File: src/inc/cmd_timing_consts.vh
// timing constants for the memory command timing checker
`ifndef CMD_TIMING_CONSTS_VH
`define CMD_TIMING_CONSTS_VH
`define CLK_PERIOD_PS      32'h4E20
`define T_RFC1_NS          32'h15E
`define T_RFC2_NS          32'h104
`define T_RFC4_NS          32'h0A0
`define T_MOD_CYC          10'h018
`define T_WLMRD_CYC        10'h028
`define T_WLDQSEN_CYC      10'h019
`define PAR_RSP_2933_CYC   10'h04E
`define PAR_RSP_3200_CYC   10'h055
`define DLL_LOCK_CYC       10'h300
`define CNT_W              10
`define CMD_W              3
`define CMD_NOP            3'h0
`define CMD_MRS            3'h1
`define CMD_REF            3'h2
`define CMD_ACT            3'h3
`define CMD_RD             3'h4
`define CMD_WR             3'h5
`define CMD_WRA            3'h6
`define CMD_PDE            3'h7
`define FGR_1X             2'h0
`define FGR_2X             2'h1
`define FGR_4X             2'h2
`endif

File: src/hw/cmd_timing_guard.v
// host-side command timing guard for a DDR4 memory device
`timescale 1ns/100ps
`include "cmd_timing_consts.vh"
// Function
// - wait mode update delay after any MRS
// - first strobe edge 40 cycles after leveling
// - strobe drive enable after 25 cycles
// - issue deselects within 78/85 cycles of alert
// - refresh cycle time per granularity mode
// - reads wait for locked delay loop
// - write recovery ns rounded up to cycles
// - auto-precharge uses programmed recovery cycles
// - ns parameters rounded up to cycles
// - use CRC-plus-mask delays for WR (not WRA) when both enabled
module cmd_timing_guard (
	input  wire                mclk_in,
	input  wire                rst_in,
	input  wire                cmd_valid_in,
	input  wire [`CMD_W-1:0]   cmd_in,
	input  wire                wlvl_mrs_in,
	input  wire                grade_3200_in,
	input  wire [1:0]          fgr_mode_in,
	input  wire                persist_par_in,
	input  wire                crc_dm_in,
	input  wire [7:0]          wr_ns_in,
	input  wire [7:0]          wr_crc_dm_ns_in,
	input  wire [5:0]          wr_mr_cyc_in,
	input  wire [5:0]          wl_cyc_in,
	input  wire                bc4_fixed_in,
	input  wire                dll_relock_in,
	input  wire                alert_n_in,
	output wire                cmd_ready_out,
	output wire                cmd_issue_out,
	output reg                 deselect_out,
	output reg                 dqs_drive_en_out,
	output reg                 dqs_edge_ok_out,
	output reg                 par_rsp_late_out
);
	// refresh spacing in whole clock cycles, rounded up
	localparam integer RFC1_FULL = (`T_RFC1_NS * 32'h3E8 + `CLK_PERIOD_PS - 32'h1) / `CLK_PERIOD_PS;
	localparam integer RFC2_FULL = (`T_RFC2_NS * 32'h3E8 + `CLK_PERIOD_PS - 32'h1) / `CLK_PERIOD_PS;
	localparam integer RFC4_FULL = (`T_RFC4_NS * 32'h3E8 + `CLK_PERIOD_PS - 32'h1) / `CLK_PERIOD_PS;
	localparam [`CNT_W-1:0] RFC1_CYC = RFC1_FULL[`CNT_W-1:0];
	localparam [`CNT_W-1:0] RFC2_CYC = RFC2_FULL[`CNT_W-1:0];
	localparam [`CNT_W-1:0] RFC4_CYC = RFC4_FULL[`CNT_W-1:0];
	localparam ST_RUN   = 2'h0;
	localparam ST_ALERT = 2'h1;

	// round a ns figure up to whole clock cycles
	function [`CNT_W-1:0] ns_to_cyc;
		input [7:0] ns;
		reg [31:0] t;
		begin
			t = ({24'h0, ns} * 32'h3E8 + `CLK_PERIOD_PS - 32'h1) / `CLK_PERIOD_PS;
			ns_to_cyc = t[`CNT_W-1:0];
		end
	endfunction

	// true when command k is being issued this cycle
	function issued;
		input              go;
		input [`CMD_W-1:0] c;
		input [`CMD_W-1:0] k;
		begin
			issued = go & (c == k);
		end
	endfunction

	reg  [`CNT_W-1:0] mod_cnt_reg;
	reg  [`CNT_W-1:0] rfc_cnt_reg;
	reg  [`CNT_W-1:0] wl_cnt_reg;
	reg  [`CNT_W-1:0] dll_cnt_reg;
	reg  [`CNT_W-1:0] pd_cnt_reg;
	reg  [`CNT_W-1:0] rsp_cnt_reg;
	reg  [1:0]        state_reg;
	reg               alert_d_reg;
	reg               wl_act_reg;
	reg  [`CNT_W-1:0] rfc_sel;
	reg  [`CNT_W-1:0] wr_cyc;
	reg  [`CNT_W-1:0] pd_next;
	reg               blocked;
	wire              alert_rise = ~alert_n_in & alert_d_reg;
	wire [`CNT_W-1:0] rsp_lim = grade_3200_in ? `PAR_RSP_3200_CYC : `PAR_RSP_2933_CYC;

	always @* begin
		case (fgr_mode_in)
			`FGR_2X: rfc_sel = RFC2_CYC;
			`FGR_4X: rfc_sel = RFC4_CYC;
			default: rfc_sel = RFC1_CYC;
		endcase
		wr_cyc = crc_dm_in ? ns_to_cyc(wr_crc_dm_ns_in) : ns_to_cyc(wr_ns_in);
		// internal write start offset then recovery
		pd_next = {4'h0, wl_cyc_in} + (bc4_fixed_in ? 10'h002 : 10'h004) + wr_cyc;
		if (cmd_in == `CMD_WRA)
			pd_next = {4'h0, wl_cyc_in} + (bc4_fixed_in ? 10'h002 : 10'h004)
				+ {4'h0, wr_mr_cyc_in} + 10'h001;
		blocked = 1'b0;
		if (state_reg == ST_ALERT && persist_par_in)
			blocked = 1'b1;
		if (mod_cnt_reg != 10'h000 && cmd_in != `CMD_MRS)
			blocked = 1'b1;
		if (rfc_cnt_reg != 10'h000 && (cmd_in == `CMD_ACT || cmd_in == `CMD_REF))
			blocked = 1'b1;
		if (dll_cnt_reg != 10'h000 && cmd_in == `CMD_RD)
			blocked = 1'b1;
		if (pd_cnt_reg != 10'h000 && cmd_in == `CMD_PDE)
			blocked = 1'b1;
	end

	assign cmd_ready_out = ~blocked;
	assign cmd_issue_out = cmd_valid_in & ~blocked & (cmd_in != `CMD_NOP);

	// refresh, mode update and power-down spacing counters
	always @(posedge mclk_in or posedge rst_in) begin
		if (rst_in) begin
			mod_cnt_reg <= 10'h000;
			rfc_cnt_reg <= 10'h000;
			pd_cnt_reg  <= 10'h000;
		end else begin
			if (issued(cmd_issue_out, cmd_in, `CMD_MRS))
				mod_cnt_reg <= `T_MOD_CYC;
			else if (mod_cnt_reg != 10'h000)
				mod_cnt_reg <= mod_cnt_reg - 10'h001;
			if (issued(cmd_issue_out, cmd_in, `CMD_REF))
				rfc_cnt_reg <= rfc_sel;
			else if (rfc_cnt_reg != 10'h000)
				rfc_cnt_reg <= rfc_cnt_reg - 10'h001;
			if (issued(cmd_issue_out, cmd_in, `CMD_WR))
				pd_cnt_reg <= pd_next;
			else if (issued(cmd_issue_out, cmd_in, `CMD_WRA))
				pd_cnt_reg <= pd_next;
			else if (pd_cnt_reg != 10'h000)
				pd_cnt_reg <= pd_cnt_reg - 10'h001;
		end
	end

	// delay loop relock hold-off for reads
	always @(posedge mclk_in or posedge rst_in) begin
		if (rst_in)
			dll_cnt_reg <= 10'h000;
		else if (dll_relock_in)
			dll_cnt_reg <= `DLL_LOCK_CYC;
		else if (dll_cnt_reg != 10'h000)
			dll_cnt_reg <= dll_cnt_reg - 10'h001;
	end

	// write leveling strobe timing
	always @(posedge mclk_in or posedge rst_in) begin
		if (rst_in) begin
			wl_act_reg       <= 1'b0;
			wl_cnt_reg       <= 10'h000;
			dqs_drive_en_out <= 1'b0;
			dqs_edge_ok_out  <= 1'b0;
		end else if (issued(cmd_issue_out, cmd_in, `CMD_MRS) && wlvl_mrs_in) begin
			wl_act_reg       <= 1'b1;
			wl_cnt_reg       <= 10'h000;
			dqs_drive_en_out <= 1'b0;
			dqs_edge_ok_out  <= 1'b0;
		end else if (wl_act_reg) begin
			if (wl_cnt_reg != `T_WLMRD_CYC)
				wl_cnt_reg <= wl_cnt_reg + 10'h001;
			if (wl_cnt_reg + 10'h001 >= `T_WLDQSEN_CYC)
				dqs_drive_en_out <= 1'b1;
			if (wl_cnt_reg + 10'h001 >= `T_WLMRD_CYC)
				dqs_edge_ok_out <= 1'b1;
			if (issued(cmd_issue_out, cmd_in, `CMD_MRS)) begin
				wl_act_reg       <= 1'b0;
				dqs_drive_en_out <= 1'b0;
				dqs_edge_ok_out  <= 1'b0;
			end
		end
	end

	// parity alert response, device drops commands meanwhile
	always @(posedge mclk_in or posedge rst_in) begin
		if (rst_in) begin
			alert_d_reg      <= 1'b1;
			state_reg        <= ST_RUN;
			rsp_cnt_reg      <= 10'h000;
			deselect_out     <= 1'b0;
			par_rsp_late_out <= 1'b0;
		end else begin
			alert_d_reg <= alert_n_in;
			case (state_reg)
				ST_RUN: begin
					deselect_out <= 1'b0;
					if (alert_rise) begin
						state_reg    <= ST_ALERT;
						rsp_cnt_reg  <= 10'h000;
						deselect_out <= persist_par_in;
					end
				end
				ST_ALERT: begin
					if (rsp_cnt_reg != rsp_lim)
						rsp_cnt_reg <= rsp_cnt_reg + 10'h001;
					if (!deselect_out && persist_par_in && rsp_cnt_reg >= rsp_lim)
						par_rsp_late_out <= 1'b1;
					if (!persist_par_in)
						deselect_out <= 1'b0;
					if (alert_n_in) begin
						state_reg    <= ST_RUN;
						deselect_out <= 1'b0;
					end
				end
				default: state_reg <= ST_RUN;
			endcase
		end
	end
endmodule // cmd_timing_guard

File: config.mk
export PLATFORM = sky130hd
export DESIGN_NAME = cmd_timing_guard
export DESIGN_NICKNAME = d
export VERILOG_FILES = /design/src/hw/cmd_timing_guard.v
export VERILOG_INCLUDE_DIRS = /design/src /design/src/inc
export SDC_FILE = /design/constraint.sdc
export NUM_CORES = 1
export LEC_CHECK = 0
export BUFFER_PORTS_ARGS = -buffer_cell sky130_fd_sc_hd__buf_2
export CAP_MARGIN = 40
export CELL_PAD_IN_SITES_DETAIL_PLACEMENT = 0
export CELL_PAD_IN_SITES_GLOBAL_PLACEMENT = 1
export CORE_MARGIN = 1
export CORE_UTILIZATION = 49
export CTS_CLUSTER_DIAMETER = 60
export DETAILED_ROUTE_END_ITERATION = 7
export PLACE_DENSITY = 0.9
export SYNTH_ARGS = -nofsm -noshare
export SYNTH_HDL_FRONTEND = slang
export SYNTH_SLANG_ARGS = --single-unit
File: constraint.sdc
create_clock -name mclk_in -period 4 [get_ports mclk_in]
set_input_delay 0.4 -clock mclk_in [delete_from_list [all_inputs] [get_ports mclk_in]]
set_output_delay 0.4 -clock mclk_in [all_outputs]
set_load 0.02 [all_outputs]
# After elaboration in Yosys (flattened, before gate mapping)
# Cells that the tools add are included.
# totals
ff_bits	68
latchBits	0
ram_bits	0
romBits	0
in_bits	43
out_inout_bits	6
elab_cells	135
mem_count	0
# classes
add_sub_neg	14
mul	2
n_div	2
n_lt_le_gt_ge	3
n_eq_ne	17
shifts	0
muxes	43
bitwise	9
n_reduce_logical	32
# op_table
operator	n
$mux 10	16
$div 32x15->32 const B	2
$reduce_bool 10->1	4
$sub 10x1->10 const B	4
$sub 19x1->20 const B	2
$add 18x15->19 const B	2
$mul 8x7->15 const B	2
$add 10x1->10 const B	2
$pmux 10 s2	1
$mux 1	19
$eq 3x3->1 const B	4
$reduce_and 2->1	6
$reduce_bool 2->1	6
$reduce_bool 3->1	4
$add 10x10->10	1
$ge 10x5->1 const B	1
$ge 10x6->1 const B	1
$ge 10x7->1	1
$ne 10x6->1 const B	1
$ne 10x7->1	1
$pmux 5 s2	1
$add 8x1->9 const B	1
$add 7x6->8	1
$logic_and 1x1->1	8
20 further kinds	31

# Depth between registers and ports, before layout
# depth
ltp_word	14
ltp_mapped	39

# Worst setup path before layout
# No wires, ideal clock.
# synth_path
path_kind	in2reg
from	in wr_crc_dm_ns_in[1]
to	reg pd_cnt_reg[6]
setup_time_ns	0.136
arrival_ns	8.501
required_time_ns	3.864
path_slack_ns	-4.637
stages	37
path_buffers	2
path_cell_list	fa_1 inv_1 fa_1 fa_1 fa_1 inv_1 ha_1 buf_2 a21oi_1 nand2_1 or4_1 and3_1 a31oi_4 xor2_1 mux2i_1 and3_1 buf_2 or4_1 a31o_2 a311oi_4 nor2_4 xnor2_1 o41a_1 or4_1 o211a_1 o22ai_2 o211ai_1 ha_1 fa_1 a21oi_1 nor2_1 nor2_1 nor2b_1 o21ai_0 a22oi_1 xnor2_1 a21oi_1
# synth_between
elab_chain_len	9
# synth_lines
element	line	rtl
start: declaration	cmd_timing_guard.v:26	input wire [7:0] wr_crc_dm_ns_in,
$mul 8x7->15 *	cmd_timing_guard.v:54	t = ({24'h0, ns} * 32'h3E8 + `CLK_PERIOD_PS - 32'h1) / `CLK_PERIOD_PS;
$add 18x15->19 (no line) *	n/a	
$sub 19x1->20 *	cmd_timing_guard.v:54	
$div 32x15->32 (no line) *	n/a	
$mux 10 *	cmd_timing_guard.v:91	wr_cyc = crc_dm_in ? ns_to_cyc(wr_crc_dm_ns_in) : ns_to_cyc(wr_ns_in);
$add 10x10->10 *	cmd_timing_guard.v:93	pd_next = {4'h0, wl_cyc_in} + (bc4_fixed_in ? 10'h002 : 10'h004) + wr_cyc;
$mux 10 *	cmd_timing_guard.v:94	if (cmd_in == `CMD_WRA)
$mux 10	cmd_timing_guard.v:130	else if (issued(cmd_issue_out, cmd_in, `CMD_WRA))
$mux 10 *	cmd_timing_guard.v:128	if (issued(cmd_issue_out, cmd_in, `CMD_WR))
end signal: assignment	cmd_timing_guard.v:129	pd_cnt_reg <= pd_next;
end signal: assignment	cmd_timing_guard.v:131	pd_cnt_reg <= pd_next;
end signal: assignment	cmd_timing_guard.v:133	pd_cnt_reg <= pd_cnt_reg - 10'h001;
end: declaration	cmd_timing_guard.v:73	reg [`CNT_W-1:0] pd_cnt_reg;
# Every way passes the cells marked *; elsewhere a longest branch is shown, timed or not.
# A chain may end at the register's enable or synchronous reset.

# Final worst setup path
# layout_path
from	in wr_crc_dm_ns_in[2]
to	reg pd_cnt_reg[6]
# Same word-level chain as after synthesis.

==> run summary <==
Across all hold checks on the routed design, the worst slack comes to 90.3 ps. The xor and xnor area share after synthesis is 8.60%, and the clock latency on the worst-skew pair is 330 ps. The synthesized instance count is 1069, and the number of buffers inserted during clock tree synthesis is 9. TritonCTS built the clock tree. The maximum root-to-sink buffer count is 2, and the relative slew slack is 60.3%. Multiplexer cells account for 2.37% of the synthesized area. The number of antenna diodes in the final layout is 0. The synthesis warning total is 0, and the number of slew-limit violations in the final report is 0. The HPWL after detailed placement is 17000 um. Of all nets on the critical path, the largest fanout is 5.

The tree built by TritonCTS fans out to 67 sinks. Summed over all instances, the cell type with the most area after synthesis is sky130_fd_sc_hd__dfrtp_1. The number of buffers and inverters on the critical path is 4. The number of flops mapped to enable cells by yosys is 0, and the remaining global-route overflow is 0.

The die is 138 um tall. In the post-synthesis netlist, the biggest area contributors are sky130_fd_sc_hd__dfrtp_1 (18%), sky130_fd_sc_hd__ha_1 (14%), sky130_fd_sc_hd__fa_1 (10%). Timing would allow up to 120 MHz.

The largest single stage delay on the critical path is 570 ps. Type of element launching the critical path: an input port. The floorplan step defined a die boundary enclosing 19000 um2.

The run finished, with violations left. The first-pass GRT wire length is 36500 um. The floorplan die width was 138 um. The clock period minus final worst setup slack came out at 8320 ps.

The main combinational cell family by area after synthesis was adder cells. The synthesized netlist devotes 19.9% of its cell area to simple gates. The fraction of synthesized cell area taken by the top area cell type works out to 18.3%.

The logs give 4180 ps for the required time at the worst-slack endpoint and 8471 for the number of global-route vias before repair. The detailed-router iteration count before antenna repair was 5; the async set-reset flop share out of synthesis was 100%. The dominant cell type by count on the critical path was sky130_fd_sc_hd__fa_1. The tools report the effective utilization at floorplan as 50.1%. Setup repair after global routing could not meet its margin everywhere. Pin placement for this block handled 49 I/O pins. For this run, the register share of the synthesized area comes to 18.6%. The logs give 26 for the largest net degree at the start of global routing and 0 for the initial antenna violation count.

Each instance of the synthesized netlist takes up on average 8.45 um2. The proportion of layout cells with a drive suffix above 1 was 32.3%. The remaining antenna violation count after routing is 0, and the fraction of the cycle the final worst path needs is 208%. Summing the areas of all compound-gate instances in the mapped netlist gives 19.7% of the synthesized area.

The worst-case setup margin in the final layout was -4320 ps; the area of the core was 18000 um2. The path class of the tightest hold or removal check is input port to asynchronous set/reset pin. The number of port buffers is 48.

Summing over every cut layer, the via total after detailed routing is 8624. Among all flip-flop cells after synthesis, the most frequent one is sky130_fd_sc_hd__dfrtp_1. Clock skew on the completed layout was measured at 5.79 ps. The arrival time of data at the critical path endpoint is 8500 ps, and the adder and majority gate portion of the synthesized area is 24.4%. After floorplanning, the core was divided into 49 placement rows. At the end of routability-driven placement, the weighted congestion stood at 0.847. Total wire length after detailed routing: 21900 um. For this run, design rule violations remaining after detail routing come to 0. In this run the cell area of the synthesized design comes to 9030 um2.

For this run, the post-layout net count is 1531. The category of cells accounting for the largest share of critical-path delay was adder cells. After detailed routing, the average wire length per cell comes to 13.9 um. The tools report the type of element capturing the critical path as a flip-flop. By startpoint and endpoint, the worst setup path is classified as input port to flip-flop. In this run, synthesis produced a sequential element count of 67. The area growth from synthesis to layout is 34.8%. The count of final hold-check violations is 0, and the number of maximum-capacitance constraint violations is 0. The tools report the iteration-0 DRC count of the detailed router as 367.

The transition time at the pin with the least slew margin is 595 ps. In the global route stage, overall resource usage came out at 23.4%. Among all stages on the critical path, the largest delay is contributed by sky130_fd_sc_hd__fa_1. After clock tree synthesis, the clock-pin slew on the worst setup and hold paths is 50 ps. Setup violations remaining at the end of the flow were counted as 8. After synthesis, the netlist uses 95 different library cells. The H-tree depth is 3, and the worst-case setup slack after placement is -4780 ps. The number of vias per cell came out at 5.48. The final reports fail on setup timing. The net count after synthesis was 1260.

Library cell used as clock root buffer: sky130_fd_sc_hd__clkbuf_16.
==> layout make-up <==
cell class                 count  area, um2
tap                          229        287
fill                        1441       5850
inverter                     121        454
multi-input combinational    854       7310
timing repair buffer         287       2120
clock buffer                  12        256
sequential                    67       1680
clock inverter                 4       72.6
==> layout by cell type (no fill, tap or decap), drive strengths merged, types with 6 or more instances in the layout <==
cell type,n
inv,121
a211o,8
nand2b,8
nor3,40
a31oi,8
o21a,11
o22ai,6
nand4,14
xnor2,49
o211ai,13
clkbuf,12
xor2,38
a211oi,6
nor3b,6
or4,7
o31ai,12
fa,45
ha,103
nand3,23
nor2b,9
mux2i,12
nand3b,9
o21ai,62
nor2,91
nor4,8
and2,11
or2,10
buf,287
nand2,81
or3,19
and3,8
dfrtp,66
a21o,12
a21oi,49
mux2,8
==> per-layer routing <==
layer	vias up	wire [um]	share of wire, %	global-route usage, %
li1	4321	-	-	-
met1	4099	9580	44	27.8
met2	163	11400	52	44.0
met3	41	587	2.7	2.50
met4	0	415	1.9	6.58
met5	-	0	0	0
==> metrics by stage <==
| step | TNS [ps] | instances | util [%] | area, um2 |
|---|---|---|---|---|
| CTS | -31950 | 1564 | 65.7 | 11800 |
| global route | -35040 | 1574 | 67.5 | 12200 |
| floorplan | -31880 | 1069 | - | 9120 |
| detailed placement | -35510 | 1529 | 61.6 | 11100 |
| global placement | -34480 | 1527 | 61.5 | 11100 |
| finish | -32370 | 1574 | 67.5 | 12200 |
==> synth_stat cells (all sizes together) (20+ instances only) <==
| library cell | number |
|---|---|
| xnor2 | 49 |
| fa | 45 |
| nor2 | 91 |
| nand3 | 23 |
| xor2 | 38 |
| dfrtp | 66 |
| nand2 | 81 |
| o21ai | 62 |
| nor3 | 40 |
| ha | 103 |
| clkbuf | 20 |
| inv | 121 |
| a21oi | 49 |
==> timing repair <==
item / in CTS / in global routing
setup buffers: 20 / 13
pin swaps: 43 / 53
setup endpoints to repair: 8 / 8
resized for setup: 51 / 57
hold buffers: 0 / 0
==> kinds of logic after synthesis <==
family          Yosys count
mux                      20
buf+inv                 148
xor+xnor                 87
simple gates            355
fa+ha+maj               149
compound gates          243
flops                    67
==> path summary, 6_finish.rpt <==
| path | cells after the start | startpoint | slack, ps | endpoint |
|---|---|---|---|---|
| max | 38 | wr_crc_dm_ns_in[2] | -4320 | pd_cnt_reg[6] |
| min | 2 | rst_in | 90 | dll_cnt_reg[0] |
| max reg2reg | 12 | dll_cnt_reg[3] | 390 | pd_cnt_reg[7] |
| min reg2reg | 1 | par_rsp_late_out | 450 | par_rsp_late_out |
| max in group asynchronous | 4 | rst_in | 3060 | rfc_cnt_reg[1] |
| min in group mclk_in | 1 | alert_n_in | 210 | alert_d_reg |
Power is not shown: default switching activity piles up to over one toggle a cycle in this logic, so the estimate is an artifact.
